==> config.mk <==
export PLATFORM = sky130hd
export DESIGN_NAME = lcdsp_port
export DESIGN_NICKNAME = d
export VERILOG_FILES = /design/src/hdl/lcdsp_pkg.sv /design/src/hdl/lcdsp_stream_if.sv /design/src/hdl/lcdsp_fifo.sv /design/src/hdl/lcdsp_port.sv /design/src/hdl/lcdsp_sync.sv
export SDC_FILE = /design/constraint.sdc
export NUM_CORES = 1
export LEC_CHECK = 0
export BUFFER_PORTS_ARGS = -buffer_cell sky130_fd_sc_hd__buf_2
export CORE_MARGIN = 10
export CORE_UTILIZATION = 55
export DETAILED_ROUTE_END_ITERATION = 16
export GPL_ROUTABILITY_DRIVEN = 0
export PLACE_DENSITY = 0.71
export SLEW_MARGIN = 20
export SYNTH_ARGS = -nofsm -noshare
export SYNTH_HDL_FRONTEND = slang
export SYNTH_SLANG_ARGS = --single-unit
export TNS_END_PERCENT = 30
==> constraint.sdc <==
create_clock -name core_clk -period 3.77 [get_ports core_clk]
set_input_delay 0.1885 -clock core_clk [delete_from_list [all_inputs] [get_ports core_clk]]
set_output_delay 0.1885 -clock core_clk [all_outputs]
set_load 0.1 [all_outputs]
==> src/hdl/lcdsp_pkg.sv <==
package lcdsp_pkg;
  // ****************************************************************
  // Address and framing
  // ****************************************************************
  localparam logic [3:0] ADDR_FIXED = 4'h7;
  localparam logic ADDR_PLAIN_DIR = 1'b0;
  localparam int BYTE_W = 8;
  localparam logic [3:0] BIT_LAST = 4'h7;
  localparam logic [3:0] BIT_ACK = 4'h8;
  localparam logic [7:0] BLOCK_BITS = 8'h80;
  localparam logic [3:0] BLOCK_LAST_BYTE = 4'hf;

  // ****************************************************************
  // Storage and display
  // ****************************************************************
  localparam int SREG_W = 128;
  localparam int FIFO_DEPTH = 16;
  localparam int GROUP_W = 32;
  localparam int NUM_BP = 4;
  localparam logic [7:0] OSC_DIV = 8'h08;

  // ****************************************************************
  // Synchroniser lane positions
  // ****************************************************************
  localparam int SY_SCL = 0;
  localparam int SY_SDA = 1;
  localparam int SY_ENB = 2;
  localparam int SY_STRAP_LSB = 3;
  localparam int SY_STRAP_MID = 4;
  localparam int SY_STRAP_MSB = 5;
  localparam int SY_ACK = 6;
  localparam int SY_OSC = 7;
  localparam int SY_W = 8;

  // Gray codes along idle, address, write
  typedef enum logic [2:0] {
    ST_IDLE = 3'h0,
    ST_ADDR = 3'h1,
    ST_WRITE = 3'h3,
    ST_READ = 3'h2,
    ST_SKIP = 3'h6
  } lcdsp_state_t;
endpackage

==> src/hdl/lcdsp_stream_if.sv <==
`timescale 1ns/100ps
interface lcdsp_stream_if #(parameter int W = 8);
  logic valid;
  logic ready;
  logic [W-1:0] data;
  modport src (output valid, output data, input ready);
  modport snk (input valid, input data, output ready);
endinterface

==> src/hdl/lcdsp_fifo.sv <==
`timescale 1ns/100ps
module lcdsp_fifo #(
  parameter int W = 8,
  parameter int DEPTH = 16
) (
  // Clock and reset
  input wire logic core_clk,
  input wire logic rst_b,
  // Fill and drain sides
  lcdsp_stream_if.snk wr,
  lcdsp_stream_if.src rd
);
  localparam int AW = $clog2(DEPTH);
  logic [W-1:0] mem [DEPTH];
  logic [AW:0] wptr;
  logic [AW:0] rptr;
  logic full;
  logic empty;

  assign empty = (wptr == rptr);
  assign full = (wptr[AW] != rptr[AW]) && (wptr[AW-1:0] == rptr[AW-1:0]);
  assign wr.ready = !full;
  assign rd.valid = !empty;
  assign rd.data = mem[rptr[AW-1:0]];

  always_ff @(posedge core_clk) begin
    if (wr.valid && !full) begin
      mem[wptr[AW-1:0]] <= wr.data;
    end
  end

  always_ff @(posedge core_clk or negedge rst_b) begin
    if (!rst_b) begin
      wptr <= '0;
      rptr <= '0;
    end else begin
      if (wr.valid && !full) begin
        wptr <= wptr + 1'b1;
      end
      if (rd.ready && !empty) begin
        rptr <= rptr + 1'b1;
      end
    end
  end

  a_fifo_no_overrun: assert property (@(posedge core_clk) disable iff (!rst_b)
    full |=> (wptr - rptr) <= (AW+1)'(DEPTH))
    else $error("fifo fill count above depth");
endmodule // lcdsp_fifo

==> src/hdl/lcdsp_port.sv <==
// Contract
// - Address is 0111 plus three straps
// - Ignore data until own address seen
// - All straps high means master role
// - Enable high: latch after 128 bits
// - Enable held low: latch on pulse
// - Latched data feeds display multiplexer
// - Clock and data idle high
// - Start: data falls, clock high
// - Plain variant: bit per clock, no acknowledge
// - Stop or restart releases addressed state
// - Plain: skip 129th edge, resume after
// - Open channel keeps latching per block
// - Stop aborts; needs start and address
// - Acknowledge variant: seven bits plus direction
// - Acknowledge address on ninth clock
// - Acknowledge each written byte low
// - Read shifts out register, oldest first
// - Read: release data on ninth clock
// - Acknowledge variant skips edge after block
// - One 32-bit group per backplane phase
// - Bit one drives segment on
// - Serial side independent of display timing
`timescale 1ns/100ps
module lcdsp_port (
  // Clock and reset
  input wire logic core_clk,
  input wire logic rst_b,
  // Serial link
  input wire logic serial_clock_in,
  input wire logic serial_data_in,
  output logic serial_data_out,
  output logic serial_data_oe,
  input wire logic latch_enable_n,
  // Straps and variant
  input wire logic addr_strap_msb,
  input wire logic addr_strap_mid,
  input wire logic addr_strap_lsb,
  input wire logic ack_mode,
  output logic master_role,
  // Display
  input wire logic osc_input,
  output logic osc_output,
  output logic [lcdsp_pkg::GROUP_W-1:0] frontplane_outputs,
  output logic [lcdsp_pkg::NUM_BP-1:0] backplane_outputs
);
  // ****************************************************************
  // Pin synchronisers
  // ****************************************************************
  logic [lcdsp_pkg::SY_W-1:0] pins;
  logic [lcdsp_pkg::SY_W-1:0] pins_s;
  logic scl_s;
  logic sda_s;
  logic enb_s;
  logic ack_mode_s;
  logic osc_s;
  logic [2:0] strap_s;
  logic scl_q;
  logic sda_q;
  logic enb_q;
  logic osc_q;

  assign pins = {osc_input, ack_mode, addr_strap_msb, addr_strap_mid, addr_strap_lsb,
                 latch_enable_n, serial_data_in, serial_clock_in};

  lcdsp_sync #(.W(lcdsp_pkg::SY_W)) u_sync (
    .core_clk(core_clk),
    .rst_b(rst_b),
    .async_in(pins),
    .sync_out(pins_s)
  );

  assign scl_s = pins_s[lcdsp_pkg::SY_SCL];
  assign sda_s = pins_s[lcdsp_pkg::SY_SDA];
  assign enb_s = pins_s[lcdsp_pkg::SY_ENB];
  assign ack_mode_s = pins_s[lcdsp_pkg::SY_ACK];
  assign osc_s = pins_s[lcdsp_pkg::SY_OSC];
  assign strap_s = {pins_s[lcdsp_pkg::SY_STRAP_MSB], pins_s[lcdsp_pkg::SY_STRAP_MID],
                    pins_s[lcdsp_pkg::SY_STRAP_LSB]};

  always_ff @(posedge core_clk or negedge rst_b) begin
    if (!rst_b) begin
      scl_q <= 1'b1;
      sda_q <= 1'b1;
      enb_q <= 1'b1;
      osc_q <= 1'b1;
    end else begin
      scl_q <= scl_s;
      sda_q <= sda_s;
      enb_q <= enb_s;
      osc_q <= osc_s;
    end
  end

  // ****************************************************************
  // Bus conditions
  // ****************************************************************
  logic scl_rise;
  logic scl_fall;
  logic start_cond;
  logic stop_cond;
  logic enb_rise;
  logic osc_rise;
  logic auto_mode;

  assign scl_rise = scl_s && !scl_q;
  assign scl_fall = !scl_s && scl_q;
  assign start_cond = scl_s && scl_q && sda_q && !sda_s;
  assign stop_cond = scl_s && scl_q && !sda_q && sda_s;
  assign enb_rise = enb_s && !enb_q;
  assign osc_rise = osc_s && !osc_q;
  assign auto_mode = enb_s;

  // Straps are static; an all-ones strap elects this part as master
  always_ff @(posedge core_clk or negedge rst_b) begin
    if (!rst_b) begin
      master_role <= 1'b0;
    end else begin
      master_role <= &strap_s;
    end
  end

  // ****************************************************************
  // Receiver
  // ****************************************************************
  lcdsp_pkg::lcdsp_state_t state;
  logic [3:0] bit_cnt;
  logic [7:0] data_bits;
  logic [7:0] shreg;
  logic [7:0] next_shreg;
  logic skip;
  logic addr_hit;
  logic rd_dir;
  logic ack_ok;
  logic [3:0] rd_byte;
  logic plain_hit;
  logic ack_hit;
  logic [lcdsp_pkg::SREG_W-1:0] sreg;
  logic [6:0] rd_idx;
  logic rd_bit;

  lcdsp_stream_if #(.W(lcdsp_pkg::BYTE_W)) wr_if ();
  lcdsp_stream_if #(.W(lcdsp_pkg::BYTE_W)) rd_if ();

  assign next_shreg = {shreg[6:0], sda_s};
  assign plain_hit = (next_shreg == {lcdsp_pkg::ADDR_FIXED, strap_s,
                                     lcdsp_pkg::ADDR_PLAIN_DIR});
  assign ack_hit = (next_shreg[7:1] == {lcdsp_pkg::ADDR_FIXED, strap_s});
  assign wr_if.data = shreg;
  assign rd_idx = {~rd_byte, 3'h7} - {4'h0, bit_cnt[2:0]};
  assign rd_bit = sreg[rd_idx];

  always_ff @(posedge core_clk or negedge rst_b) begin : rx_fsm
    if (!rst_b) begin
      state <= lcdsp_pkg::ST_IDLE;
      bit_cnt <= 4'h0;
      data_bits <= 8'h00;
      shreg <= 8'h00;
      skip <= 1'b0;
      addr_hit <= 1'b0;
      rd_dir <= 1'b0;
      ack_ok <= 1'b0;
      rd_byte <= 4'h0;
      wr_if.valid <= 1'b0;
    end else begin
      wr_if.valid <= 1'b0;
      if (start_cond) begin
        state <= lcdsp_pkg::ST_ADDR;
        bit_cnt <= 4'h0;
        data_bits <= 8'h00;
        skip <= 1'b0;
        addr_hit <= 1'b0;
        rd_byte <= 4'h0;
      end else if (stop_cond) begin
        state <= lcdsp_pkg::ST_IDLE;
        addr_hit <= 1'b0;
      end else if (scl_rise) begin
        case (state)
          lcdsp_pkg::ST_ADDR: begin
            if (bit_cnt == lcdsp_pkg::BIT_ACK) begin
              bit_cnt <= 4'h0;
              if (!addr_hit) begin
                state <= lcdsp_pkg::ST_SKIP;
              end else if (rd_dir) begin
                state <= lcdsp_pkg::ST_READ;
              end else begin
                state <= lcdsp_pkg::ST_WRITE;
              end
            end else begin
              shreg <= next_shreg;
              if (bit_cnt == lcdsp_pkg::BIT_LAST) begin
                if (ack_mode_s) begin
                  bit_cnt <= lcdsp_pkg::BIT_ACK;
                  addr_hit <= ack_hit;
                  rd_dir <= sda_s;
                end else begin
                  bit_cnt <= 4'h0;
                  addr_hit <= plain_hit;
                  state <= plain_hit ? lcdsp_pkg::ST_WRITE : lcdsp_pkg::ST_SKIP;
                end
              end else begin
                bit_cnt <= bit_cnt + 4'h1;
              end
            end
          end
          lcdsp_pkg::ST_WRITE: begin
            if (skip) begin
              skip <= 1'b0;
            end else if (bit_cnt == lcdsp_pkg::BIT_ACK) begin
              bit_cnt <= 4'h0;
              if (data_bits == lcdsp_pkg::BLOCK_BITS) begin
                skip <= 1'b1;
                data_bits <= 8'h00;
              end
            end else begin
              shreg <= next_shreg;
              data_bits <= data_bits + 8'h01;
              if (bit_cnt == lcdsp_pkg::BIT_LAST) begin
                // A full buffer drops the byte and withholds the acknowledge
                wr_if.valid <= 1'b1;
                ack_ok <= wr_if.ready;
                if (ack_mode_s) begin
                  bit_cnt <= lcdsp_pkg::BIT_ACK;
                end else begin
                  bit_cnt <= 4'h0;
                  if (data_bits == lcdsp_pkg::BLOCK_BITS - 8'h01) begin
                    skip <= 1'b1;
                    data_bits <= 8'h00;
                  end
                end
              end else begin
                bit_cnt <= bit_cnt + 4'h1;
              end
            end
          end
          lcdsp_pkg::ST_READ: begin
            if (bit_cnt == lcdsp_pkg::BIT_ACK) begin
              bit_cnt <= 4'h0;
              rd_byte <= rd_byte + 4'h1;
            end else begin
              bit_cnt <= bit_cnt + 4'h1;
            end
          end
          default: begin
          end
        endcase
      end
    end
  end

  // ****************************************************************
  // Data line drive, changed while the clock is low; start and stop release it with the clock high
  // ****************************************************************
  always_ff @(posedge core_clk or negedge rst_b) begin : sda_drive
    if (!rst_b) begin
      serial_data_oe <= 1'b0;
    end else if (start_cond || stop_cond) begin
      serial_data_oe <= 1'b0;
    end else if (scl_fall) begin
      if (state == lcdsp_pkg::ST_ADDR && bit_cnt == lcdsp_pkg::BIT_ACK) begin
        serial_data_oe <= addr_hit;
      end else if (state == lcdsp_pkg::ST_WRITE && bit_cnt == lcdsp_pkg::BIT_ACK && !skip) begin
        serial_data_oe <= ack_ok;
      end else if (state == lcdsp_pkg::ST_READ && bit_cnt != lcdsp_pkg::BIT_ACK) begin
        serial_data_oe <= !rd_bit;
      end else begin
        serial_data_oe <= 1'b0;
      end
    end
  end

  // Open drain: the pin is only ever pulled low
  assign serial_data_out = 1'b0;

  // ****************************************************************
  // Byte buffer and segment shift register
  // ****************************************************************
  logic pop;
  logic [lcdsp_pkg::SREG_W-1:0] next_sreg;
  logic [3:0] fill_cnt;
  logic latch_req;
  logic latch_load;
  logic [lcdsp_pkg::SREG_W-1:0] seg_latch;

  lcdsp_fifo #(.W(lcdsp_pkg::BYTE_W), .DEPTH(lcdsp_pkg::FIFO_DEPTH)) u_fifo (
    .core_clk(core_clk),
    .rst_b(rst_b),
    .wr(wr_if.snk),
    .rd(rd_if.src)
  );

  // Draining stalls during read-back so the register holds still
  assign rd_if.ready = (state != lcdsp_pkg::ST_READ);
  assign pop = rd_if.valid && rd_if.ready;
  assign next_sreg = {sreg[lcdsp_pkg::SREG_W-9:0], rd_if.data};

  always_ff @(posedge core_clk or negedge rst_b) begin : shift_store
    if (!rst_b) begin
      sreg <= '0;
    end else if (pop) begin
      sreg <= next_sreg;
    end
  end

  always_ff @(posedge core_clk or negedge rst_b) begin : block_count
    if (!rst_b) begin
      fill_cnt <= 4'h0;
    end else if (start_cond) begin
      fill_cnt <= 4'h0;
    end else if (pop) begin
      fill_cnt <= fill_cnt + 4'h1;
    end
  end

  // Pulse request; a new pulse in the serving cycle is kept
  always_ff @(posedge core_clk or negedge rst_b) begin : ext_request
    if (!rst_b) begin
      latch_req <= 1'b0;
    end else if (enb_rise) begin
      latch_req <= 1'b1;
    end else if (latch_load && !auto_mode) begin
      latch_req <= 1'b0;
    end
  end

  // External latch waits for the buffer to empty so no byte is left behind
  always_comb begin
    latch_load = 1'b0;
    if (auto_mode) begin
      latch_load = pop && (fill_cnt == lcdsp_pkg::BLOCK_LAST_BYTE);
    end else begin
      latch_load = latch_req && !rd_if.valid;
    end
  end

  always_ff @(posedge core_clk or negedge rst_b) begin : display_latch
    if (!rst_b) begin
      seg_latch <= '0;
    end else if (latch_load) begin
      seg_latch <= auto_mode ? next_sreg : sreg;
    end
  end

  // ****************************************************************
  // Display multiplexer, paced by the oscillator
  // ****************************************************************
  logic [7:0] div_cnt;
  logic [1:0] phase;
  logic [1:0] next_phase;
  logic [6:0] grp_idx;

  assign next_phase = phase + 2'h1;
  assign grp_idx = {~next_phase, 5'h1f};

  // Oscillator timing is separate from the serial side
  always_ff @(posedge core_clk or negedge rst_b) begin : plane_mux
    if (!rst_b) begin
      div_cnt <= 8'h00;
      phase <= 2'h0;
      frontplane_outputs <= '0;
      backplane_outputs <= 4'h1;
      osc_output <= 1'b0;
    end else begin
      osc_output <= !osc_s;
      if (osc_rise) begin
        if (div_cnt == lcdsp_pkg::OSC_DIV - 8'h01) begin
          div_cnt <= 8'h00;
          phase <= next_phase;
          backplane_outputs <= 4'h1 << next_phase;
          frontplane_outputs <= seg_latch[grp_idx -: lcdsp_pkg::GROUP_W];
        end else begin
          div_cnt <= div_cnt + 8'h01;
        end
      end
    end
  end

  // ****************************************************************
  // Checks
  // ****************************************************************
  a_start_to_addr: assert property (
    @(posedge core_clk) disable iff (!rst_b)
    start_cond |=> state == lcdsp_pkg::ST_ADDR && bit_cnt == 4'h0)
    else $error("start did not open address phase");

  a_stop_release: assert property (
    @(posedge core_clk) disable iff (!rst_b)
    stop_cond |=> state == lcdsp_pkg::ST_IDLE && !addr_hit ##1 !wr_if.valid)
    else $error("stop did not release addressed state");

  a_push_addressed: assert property (
    @(posedge core_clk) disable iff (!rst_b)
    wr_if.valid |-> addr_hit && $past(state) == lcdsp_pkg::ST_WRITE)
    else $error("byte pushed while not addressed");

  a_plain_no_ack: assert property (
    @(posedge core_clk) disable iff (!rst_b)
    !ack_mode_s && $past(!ack_mode_s, 2) && state != lcdsp_pkg::ST_READ |-> !serial_data_oe)
    else $error("plain variant drove the data line");

  a_sda_change_low: assert property (
    @(posedge core_clk) disable iff (!rst_b)
    $changed(serial_data_oe) && !$past(start_cond) && !$past(stop_cond) |-> !scl_s)
    else $error("data line changed while clock high");

  a_skip_block: assert property (
    @(posedge core_clk) disable iff (!rst_b)
    scl_rise && skip && state == lcdsp_pkg::ST_WRITE && !start_cond && !stop_cond
      |=> !skip && $stable(data_bits) && $stable(shreg))
    else $error("edge after block was not ignored");

  a_auto_latch: assert property (
    @(posedge core_clk) disable iff (!rst_b)
    pop && auto_mode && fill_cnt == lcdsp_pkg::BLOCK_LAST_BYTE |=> seg_latch == sreg)
    else $error("block of 128 bits not latched");

  a_ext_latch: assert property (
    @(posedge core_clk) disable iff (!rst_b)
    $fell(enb_s) && latch_req && state != lcdsp_pkg::ST_READ |-> ##[0:20] latch_load)
    else $error("enable pulse not served");

  a_addr_ack: assert property (
    @(posedge core_clk) disable iff (!rst_b)
    scl_fall && state == lcdsp_pkg::ST_ADDR && bit_cnt == lcdsp_pkg::BIT_ACK && addr_hit
      && !start_cond && !stop_cond |=> serial_data_oe)
    else $error("address match not acknowledged");

  a_read_release: assert property (
    @(posedge core_clk) disable iff (!rst_b)
    scl_fall && state == lcdsp_pkg::ST_READ && bit_cnt == lcdsp_pkg::BIT_ACK |=> !serial_data_oe)
    else $error("read ninth clock not released");

  a_master_flag: assert property (
    @(posedge core_clk) disable iff (!rst_b)
    &strap_s |=> master_role)
    else $error("master role not taken");
endmodule // lcdsp_port

==> src/hdl/lcdsp_sync.sv <==
`timescale 1ns/100ps
module lcdsp_sync #(
  parameter int W = 8
) (
  // Clock and reset
  input wire logic core_clk,
  input wire logic rst_b,
  // Lanes
  input wire logic [W-1:0] async_in,
  output logic [W-1:0] sync_out
);
  logic [W-1:0] stage1;

  // Idle level of every lane is high, so reset to ones
  always_ff @(posedge core_clk or negedge rst_b) begin
    if (!rst_b) begin
      stage1 <= '1;
      sync_out <= '1;
    end else begin
      stage1 <= async_in;
      sync_out <= stage1;
    end
  end
endmodule // lcdsp_sync

=== Yosys cells after proc, flatten, opt, wreduce, memory -nomap -nowiden ===
Memories as Yosys holds them, arrays and structs flattened.
Index checks and enable logic that the tools add are counted.

* Reductions and logical operators: 56
* Multiplexer cells: 77
* Order comparisons: 1
* Add/sub/neg operators: 9
* Eq/ne operators: 23
* Shift operators: 2
* Bitwise logic cells: 6

{| class="wikitable"
|+ Operators by type and width
! operator !! number
|-
| variable part select 159 x 8 -> 32 bit || 1
|-
| 2-to-1 mux 128 bit || 1
|-
| 2-to-1 mux 8 bit || 13
|-
| 2-to-1 mux 4 bit || 15
|-
| 2-to-1 mux 1 bit || 36
|-
| 2-to-1 mux 3 bit || 9
|-
| logical AND 1 bit || 19
|-
| adder 8 x 1 -> 8 bit (second input constant) || 2
|-
| one-hot mux 8 bit (2 select lines) || 1
|-
| AND reduction 4 bit || 4
|-
| nonzero test 2 bit || 8
|-
| AND reduction 7 bit || 2
|-
| adder 4 x 1 -> 4 bit (second input constant) || 3
|-
| zero test 1 bit || 12
|-
| one-hot mux 4 bit (3 select lines) || 1
|-
| adder 5 x 1 -> 5 bit (second input constant) || 2
|-
| AND reduction 5 bit || 2
|-
| inequality test 3 bit (second input constant) || 3
|-
| nonzero test 3 bit || 3
|-
| equality test 4 bit (second input constant) || 2
|-
| equality test 8 x 3 -> 1 bit (second input constant) || 1
|-
| equality test 8 x 7 -> 1 bit || 1
|-
| equality test 8 x 7 -> 1 bit (second input constant) || 1
|-
| equality test 8 bit (second input constant) || 1
|-
| 22 further kinds || 31
|}

* Memory bits (writable): 128
* Input port bits: 10
* Logic and storage cells: 204
* Register bits: 372
* Memories: 1
* Output and inout port bits: 40

{| class="wikitable"
|+ Memories
! name !! words !! width !! rd ports !! clocked after Yosys merged registers in !! write ports !! line !! source
|-
| u_fifo.mem || 16 || 8 || 1 || 0 || 1 || lcdsp_fifo.sv:14 || <nowiki>logic [W-1:0] mem [DEPTH];</nowiki>
|}

=== Longest topological paths before layout ===
* Depth in word-level cells: 10
* Mapped depth: 11
* Mapped depth without buffers: 8

=== Modules after synthesis ===
Synthesis repeated with hierarchy kept, for this count alone.

* Cell total of the unflattened synthesis: 1,894
* Area total of the unflattened synthesis: 22,581.7 µm²

{| class="wikitable"
|+ By module, submodules not included
! module !! instances !! cells an instance !! area each (µm²)
|-
| lcdsp_port || 1 || 1,594 || 16,492.1
|-
| lcdsp_fifo || 1 || 284 || 5,669.2
|-
| lcdsp_sync || 1 || 16 || 420.4
|}

=== Worst setup path before layout ===
No wires, ideal clock.

* Kind: register -> register
* From: register phase[0]
* To: register frontplane_outputs[10] (netlist bit)
* Path slack: 0.884 ns
* Period minus slack after synthesis: 2.886 ns
* Library setup time: 0.125 ns
* Path buffers: 4
* Cell stages (with the launch flop): 9
* Arrival: 2.761 ns
* Path through: dfrtp_1 clkbuf_1 buf_1 inv_1 ha_1 clkbuf_1 clkbuf_1 mux4_2 mux2_2

* Longest elaborated chain between the ends: 3

{| class="wikitable"
|+ Ends and longest elaborated chain
! element !! line !! source
|-
| start, declared || lcdsp_port.sv:348 || <nowiki>logic [1:0] phase;</nowiki>
|-
| start signal, assigned || lcdsp_port.sv:368 || <nowiki>phase <= next_phase;</nowiki>
|-
| adder 2 x 1 -> 2 bit || lcdsp_port.sv:352 || <nowiki>assign next_phase = phase + 2'h1;</nowiki>
|-
| via next_phase[0] || lcdsp_port.sv:349 || <nowiki>logic [1:0] next_phase;</nowiki>
|-
| NOT 2 bit || lcdsp_port.sv:353 || <nowiki>assign grp_idx = {~next_phase, 5'h1f};</nowiki>
|-
| variable part select 159 x 8 -> 32 bit || lcdsp_port.sv:370 || <nowiki>frontplane_outputs <= seg_latch[grp_idx -: lcdsp_pkg::GROUP_W];</nowiki>
|-
| end signal, assigned || lcdsp_port.sv:370 ||
|-
| end, declared || lcdsp_port.sv:44 || <nowiki>output logic [lcdsp_pkg::GROUP_W-1:0] frontplane_outputs,</nowiki>
|}

The timed path passes the listed nets, and every way through them passes these cells.
A chain may end at the register's enable or synchronous reset.

=== Worst setup path in the final report ===
* From: register bit_cnt[0]
* To: register data_bits[5]

* Longest elaborated chain between the ends: 8
* Elaborated cells between the ends (all ways): 11

{| class="wikitable"
|+ Ends and longest elaborated chain
! element !! line !! source
|-
| start, declared || lcdsp_port.sv:127 || <nowiki>logic [3:0] bit_cnt;</nowiki>
|-
| start signal, assigned || lcdsp_port.sv:193 || <nowiki>bit_cnt <= lcdsp_pkg::BIT_ACK;</nowiki>
|-
| start signal, assigned || lcdsp_port.sv:202 || <nowiki>bit_cnt <= bit_cnt + 4'h1;</nowiki>
|-
| start signal, assigned || lcdsp_port.sv:223 || <nowiki>bit_cnt <= lcdsp_pkg::BIT_ACK;</nowiki>
|-
| equality test 4 x 3 -> 1 bit || lcdsp_port.sv:218 || <nowiki>if (bit_cnt == lcdsp_pkg::BIT_LAST) begin</nowiki>
|-
| 2-to-1 mux 8 bit || lcdsp_port.sv:218 ||
|-
| 2-to-1 mux 8 bit || lcdsp_port.sv:209 || <nowiki>end else if (bit_cnt == lcdsp_pkg::BIT_ACK) begin</nowiki>
|-
| 2-to-1 mux 8 bit || lcdsp_port.sv:207 || <nowiki>if (skip) begin</nowiki>
|-
| 2-to-1 mux 8 bit || lcdsp_port.sv:178 || <nowiki>case (state)</nowiki>
|-
| 2-to-1 mux 8 bit || lcdsp_port.sv:177 || <nowiki>end else if (scl_rise) begin</nowiki>
|-
| 2-to-1 mux 8 bit || lcdsp_port.sv:174 || <nowiki>end else if (stop_cond) begin</nowiki>
|-
| 2-to-1 mux 8 bit || lcdsp_port.sv:167 || <nowiki>if (start_cond) begin</nowiki>
|-
| end signal, assigned || lcdsp_port.sv:217 || <nowiki>data_bits <= data_bits + 8'h01;</nowiki>
|-
| end, declared || lcdsp_port.sv:128 || <nowiki>logic [7:0] data_bits;</nowiki>
|}

Parallel ways exist; a longest one is shown, timed or not. The select of a mux whose other input is x is not followed.

==> qor.yml <==
status: "completed"
critPathRequiredTime_ns: 4.23
yosys_warnings: 0
start_kind: "flop"
fill_cells: 2969
avgSynthCellArea_sq_um: 14.12
synth_area_leader_cell: "dfrtp_1"
antenna_found_initial: 0
start_util_pct: 56.00
period_minus_slack_ns: 2.689
synth-edff-count: 128
crit_family: "compound AO/OA/AOI/OAI gates"
finalSetupViolCount: 0
die_h_um: 221.8
crit_chain: "buf_4, ha_1, nand3b_1, nand2b_1, o41ai_1, nor2b_1, o21ai_0, o31ai_1"
cts_made_buffers: 52
drc: 0
final_nets: 1650
netlist.area_leader.share_pct: 39.21
syn_inst: 1587
drtIter0Drc: 973
layout_commonest_cell: "dfrtp_1"
use_met1_pct: 27.12
r2r_slack_ns: 1.08
rsz0062_at_grt: "false"
yosysSeqAreaShare_pct: 58.83
viasPerCell: 5.916
period_share_pct: 71.33
diodes: 0
worstSkewPairLatency_ns: 0.59
antenna_left: 0
dr.pass1.iters: 6
netlist_top_cells_area: "dfrtp_1, edfxtp_1, mux4_2, mux2_2, mux2i_1"
endpoint: "data_bits[5]$_DFFE_PN0P_"
maxSlewViolCount: 0
layout_common_cells: "dfrtp_1, mux2_2, nor2_1"
ctsResizeCount: 0
timing.setup.tns_ns: 0
hold-worst-slack_ns: 0.2204
clock_path_buffers: 3
syn2layout_area_growth_pct: 11.67
timing.fmax_mhz: 371.9
clk_pin_slew_ns: 0.06
dp_hpwl_um: 31620
crit_type: "reg -> reg"
worstPathMaxFanout: 36
power_density_nw_per_um2: 888.0
io_pins: 50
synth_area_sq_um: 22400
reg2reg_to: "data_bits[5]$_DFFE_PN0P_"
grt.busiest_layer: "met2"
core_area_sq_um: 40010
syn_nets: 1613
avgRoutedWirePerCell_um: 21.81
vias: 12960
grtUsageTotal_pct: 19.51
hold_viol_final: 0
cp-startpoint: "bit_cnt[0]$_DFFE_PN0P_"
cellLeakagePower_nw: 10.48
cts.sinks: 500
synth-main-ff-cell: "dfrtp_1"
reg2reg_depth: 8
grt_max_degree: 135
critPathArrivalTime_ns: 3.15
routed_wl_um: 47780
ys_types: 59
grt_overflow: 0
rr_startpoint: "bit_cnt[0]$_DFFE_PN0P_"
fin_ws_ns: 1.081
maxCapViolCount: 0
grtUsageMet3_pct: 3.493
grt_pass1_vias: 13220
slew_headroom_pct: 43.59
io_buffers: 48
worstPathBufferInverterCount: 1
tightestPinTransition_ns: 0.8461
rows: 73
grt_pass1_wl_um: 77170
hp-class: "in -> async"
cts_root_buffer: "clkbuf_16"
slowest_delay_ns: 0.58
async_flop_share_pct: 74.40
post_cts_buffers: 0
skew_ns: 0.01877
instances_no_fill: 2191
hold_buffers: 9
yosys_register_bits: 500
cts_max_level: 2
gr-usage-met2_pct: 30.93
dp_slack_ns: 1.091
drive_gt1_share_pct: 28.69
cts_tree: "yes"
peakVddDrop_uv: 451.3
fp.dieW_um: 221.8
place_inst: 2086
cpMaxStageDelayCell: "o41ai_1"
worstSetupEndpointType: "flop"
die_area_sq_um: 49200
worst-path-stages: 8
==> cell type report <==
cell class / count / area (sq um) / share of cell area, %
tap: 525 / 656.9 / 2.626
clock inverter: 31 / 391.6 / 1.566
timing repair buffer: 83 / 623.1 / 2.491
inverter: 17 / 63.81 / 0.2551
sequential: 500 / 13190 / 52.71
multi-input combinational: 970 / 8632 / 34.51
clock buffer: 65 / 1461 / 5.842
==> worst register-to-register path, stage by stage, from the launching register on <==
cell	delay (ns)
dfrtp_2	0.35
buf_4	0.52
ha_1	0.31
nand3b_1	0.17
nand2b_1	0.28
o41ai_1	0.58
nor2b_1	0.09
o21ai_0	0.17
o31ai_1	0.09
==> report_power, final <==
part	total, mW	leakage (nW)	switching [mW]	internal (mW)
Combinational	7.75	3.81	4.40	3.34
Sequential	9.01	5.75	1.68	7.33
Clock	5.46	0.916	2.10	3.36
Total	22.2	10.5	8.19	14.0
==> stage by stage <==
stage	cell area (sq um)	total power [mW]	util, %
2_1_floorplan	22400	14.64	-
3_3_place_gp	23070	16.62	57.67
3_5_place_dp	23070	16.85	57.67
4_1_cts	25020	22.38	62.53
5_1_grt	25020	23.40	62.53
6_report	25020	22.21	62.53
==> logic make-up (layout without fill, tap and decap cells) <==
kind of cell             Yosys count  in the layout  synth area share, %
AO/OA/AOI/OAI                    208            208                5.312
XOR/XNOR                          29             29                1.134
adder cells (fa/ha/maj)           16             16               0.8936
buffers and inverters            117            196                2.692
flip-flops                       500            500                58.83
multiplexers                     425            425                25.27
other                              1              1              0.01674
AND/OR/NAND/NOR                  291            291                5.853
==> how the worst min path moves through the flow <==
| stage | cells after the start | from | slack, ns | endpoint |
|---|---|---|---|---|
| 5_1_grt | 2 | addr_strap_mid | 0.24 | u_sync.stage1[4]$_DFF_PN1_ |
| 6_report | 2 | rst_b | 0.22 | div_cnt[5]$_DFFE_PN0P_ |
| 3_5_place_dp | 1 | rst_b | 0.27 | div_cnt[7]$_DFFE_PN0P_ |
| 4_1_cts | 2 | latch_enable_n | 0.22 | u_sync.stage1[2]$_DFF_PN1_ |
| 2_1_floorplan | 0 | rst_b | -0.11 | ack_ok$_DFFE_PN0P_ |
| 3_3_place_gp | 1 | rst_b | 0.27 | div_cnt[5]$_DFFE_PN0P_ |
==> flip-flops by register name, summed over array words and instances, names as in the netlist, 5 cells and up <==
signal              flops
seg_latch             128
frontplane_outputs     32
u_fifo.wptr             5
data_bits               8
shreg                   8
sreg                  128
u_sync.sync_out         8
u_fifo.rptr             5
div_cnt                 8
u_fifo.mem            128
u_sync.stage1           8
==> Yosys cell counts (4+ instances only) <==
library cell,count
xnor2_1,20
mux2i_1,147
inv_1,17
a21oi_2,11
buf_2,43
nand2_1,42
buf_4,7
a22oi_1,5
dfstp_2,21
mux2_2,181
xor2_1,9
ha_1,16
clkbuf_1,31
nand2b_1,10
nor4_1,4
a21oi_1,130
o21ai_0,35
buf_1,7
and3_1,5
dfrtp_1,351
buf_6,11
nand3_1,18
nor2b_1,6
nor2_1,166
nand4_1,10
edfxtp_1,128
nor3b_1,4
mux4_2,94
nor3_1,8
==> metal layers <==
layer	vias to the layer above	routed length [um]
met5	-	0
met4	0	1129
met3	69	2467
met2	301	22810
met1	6647	21380
li1	5946	-
Power figures use the tool's default switching activity.
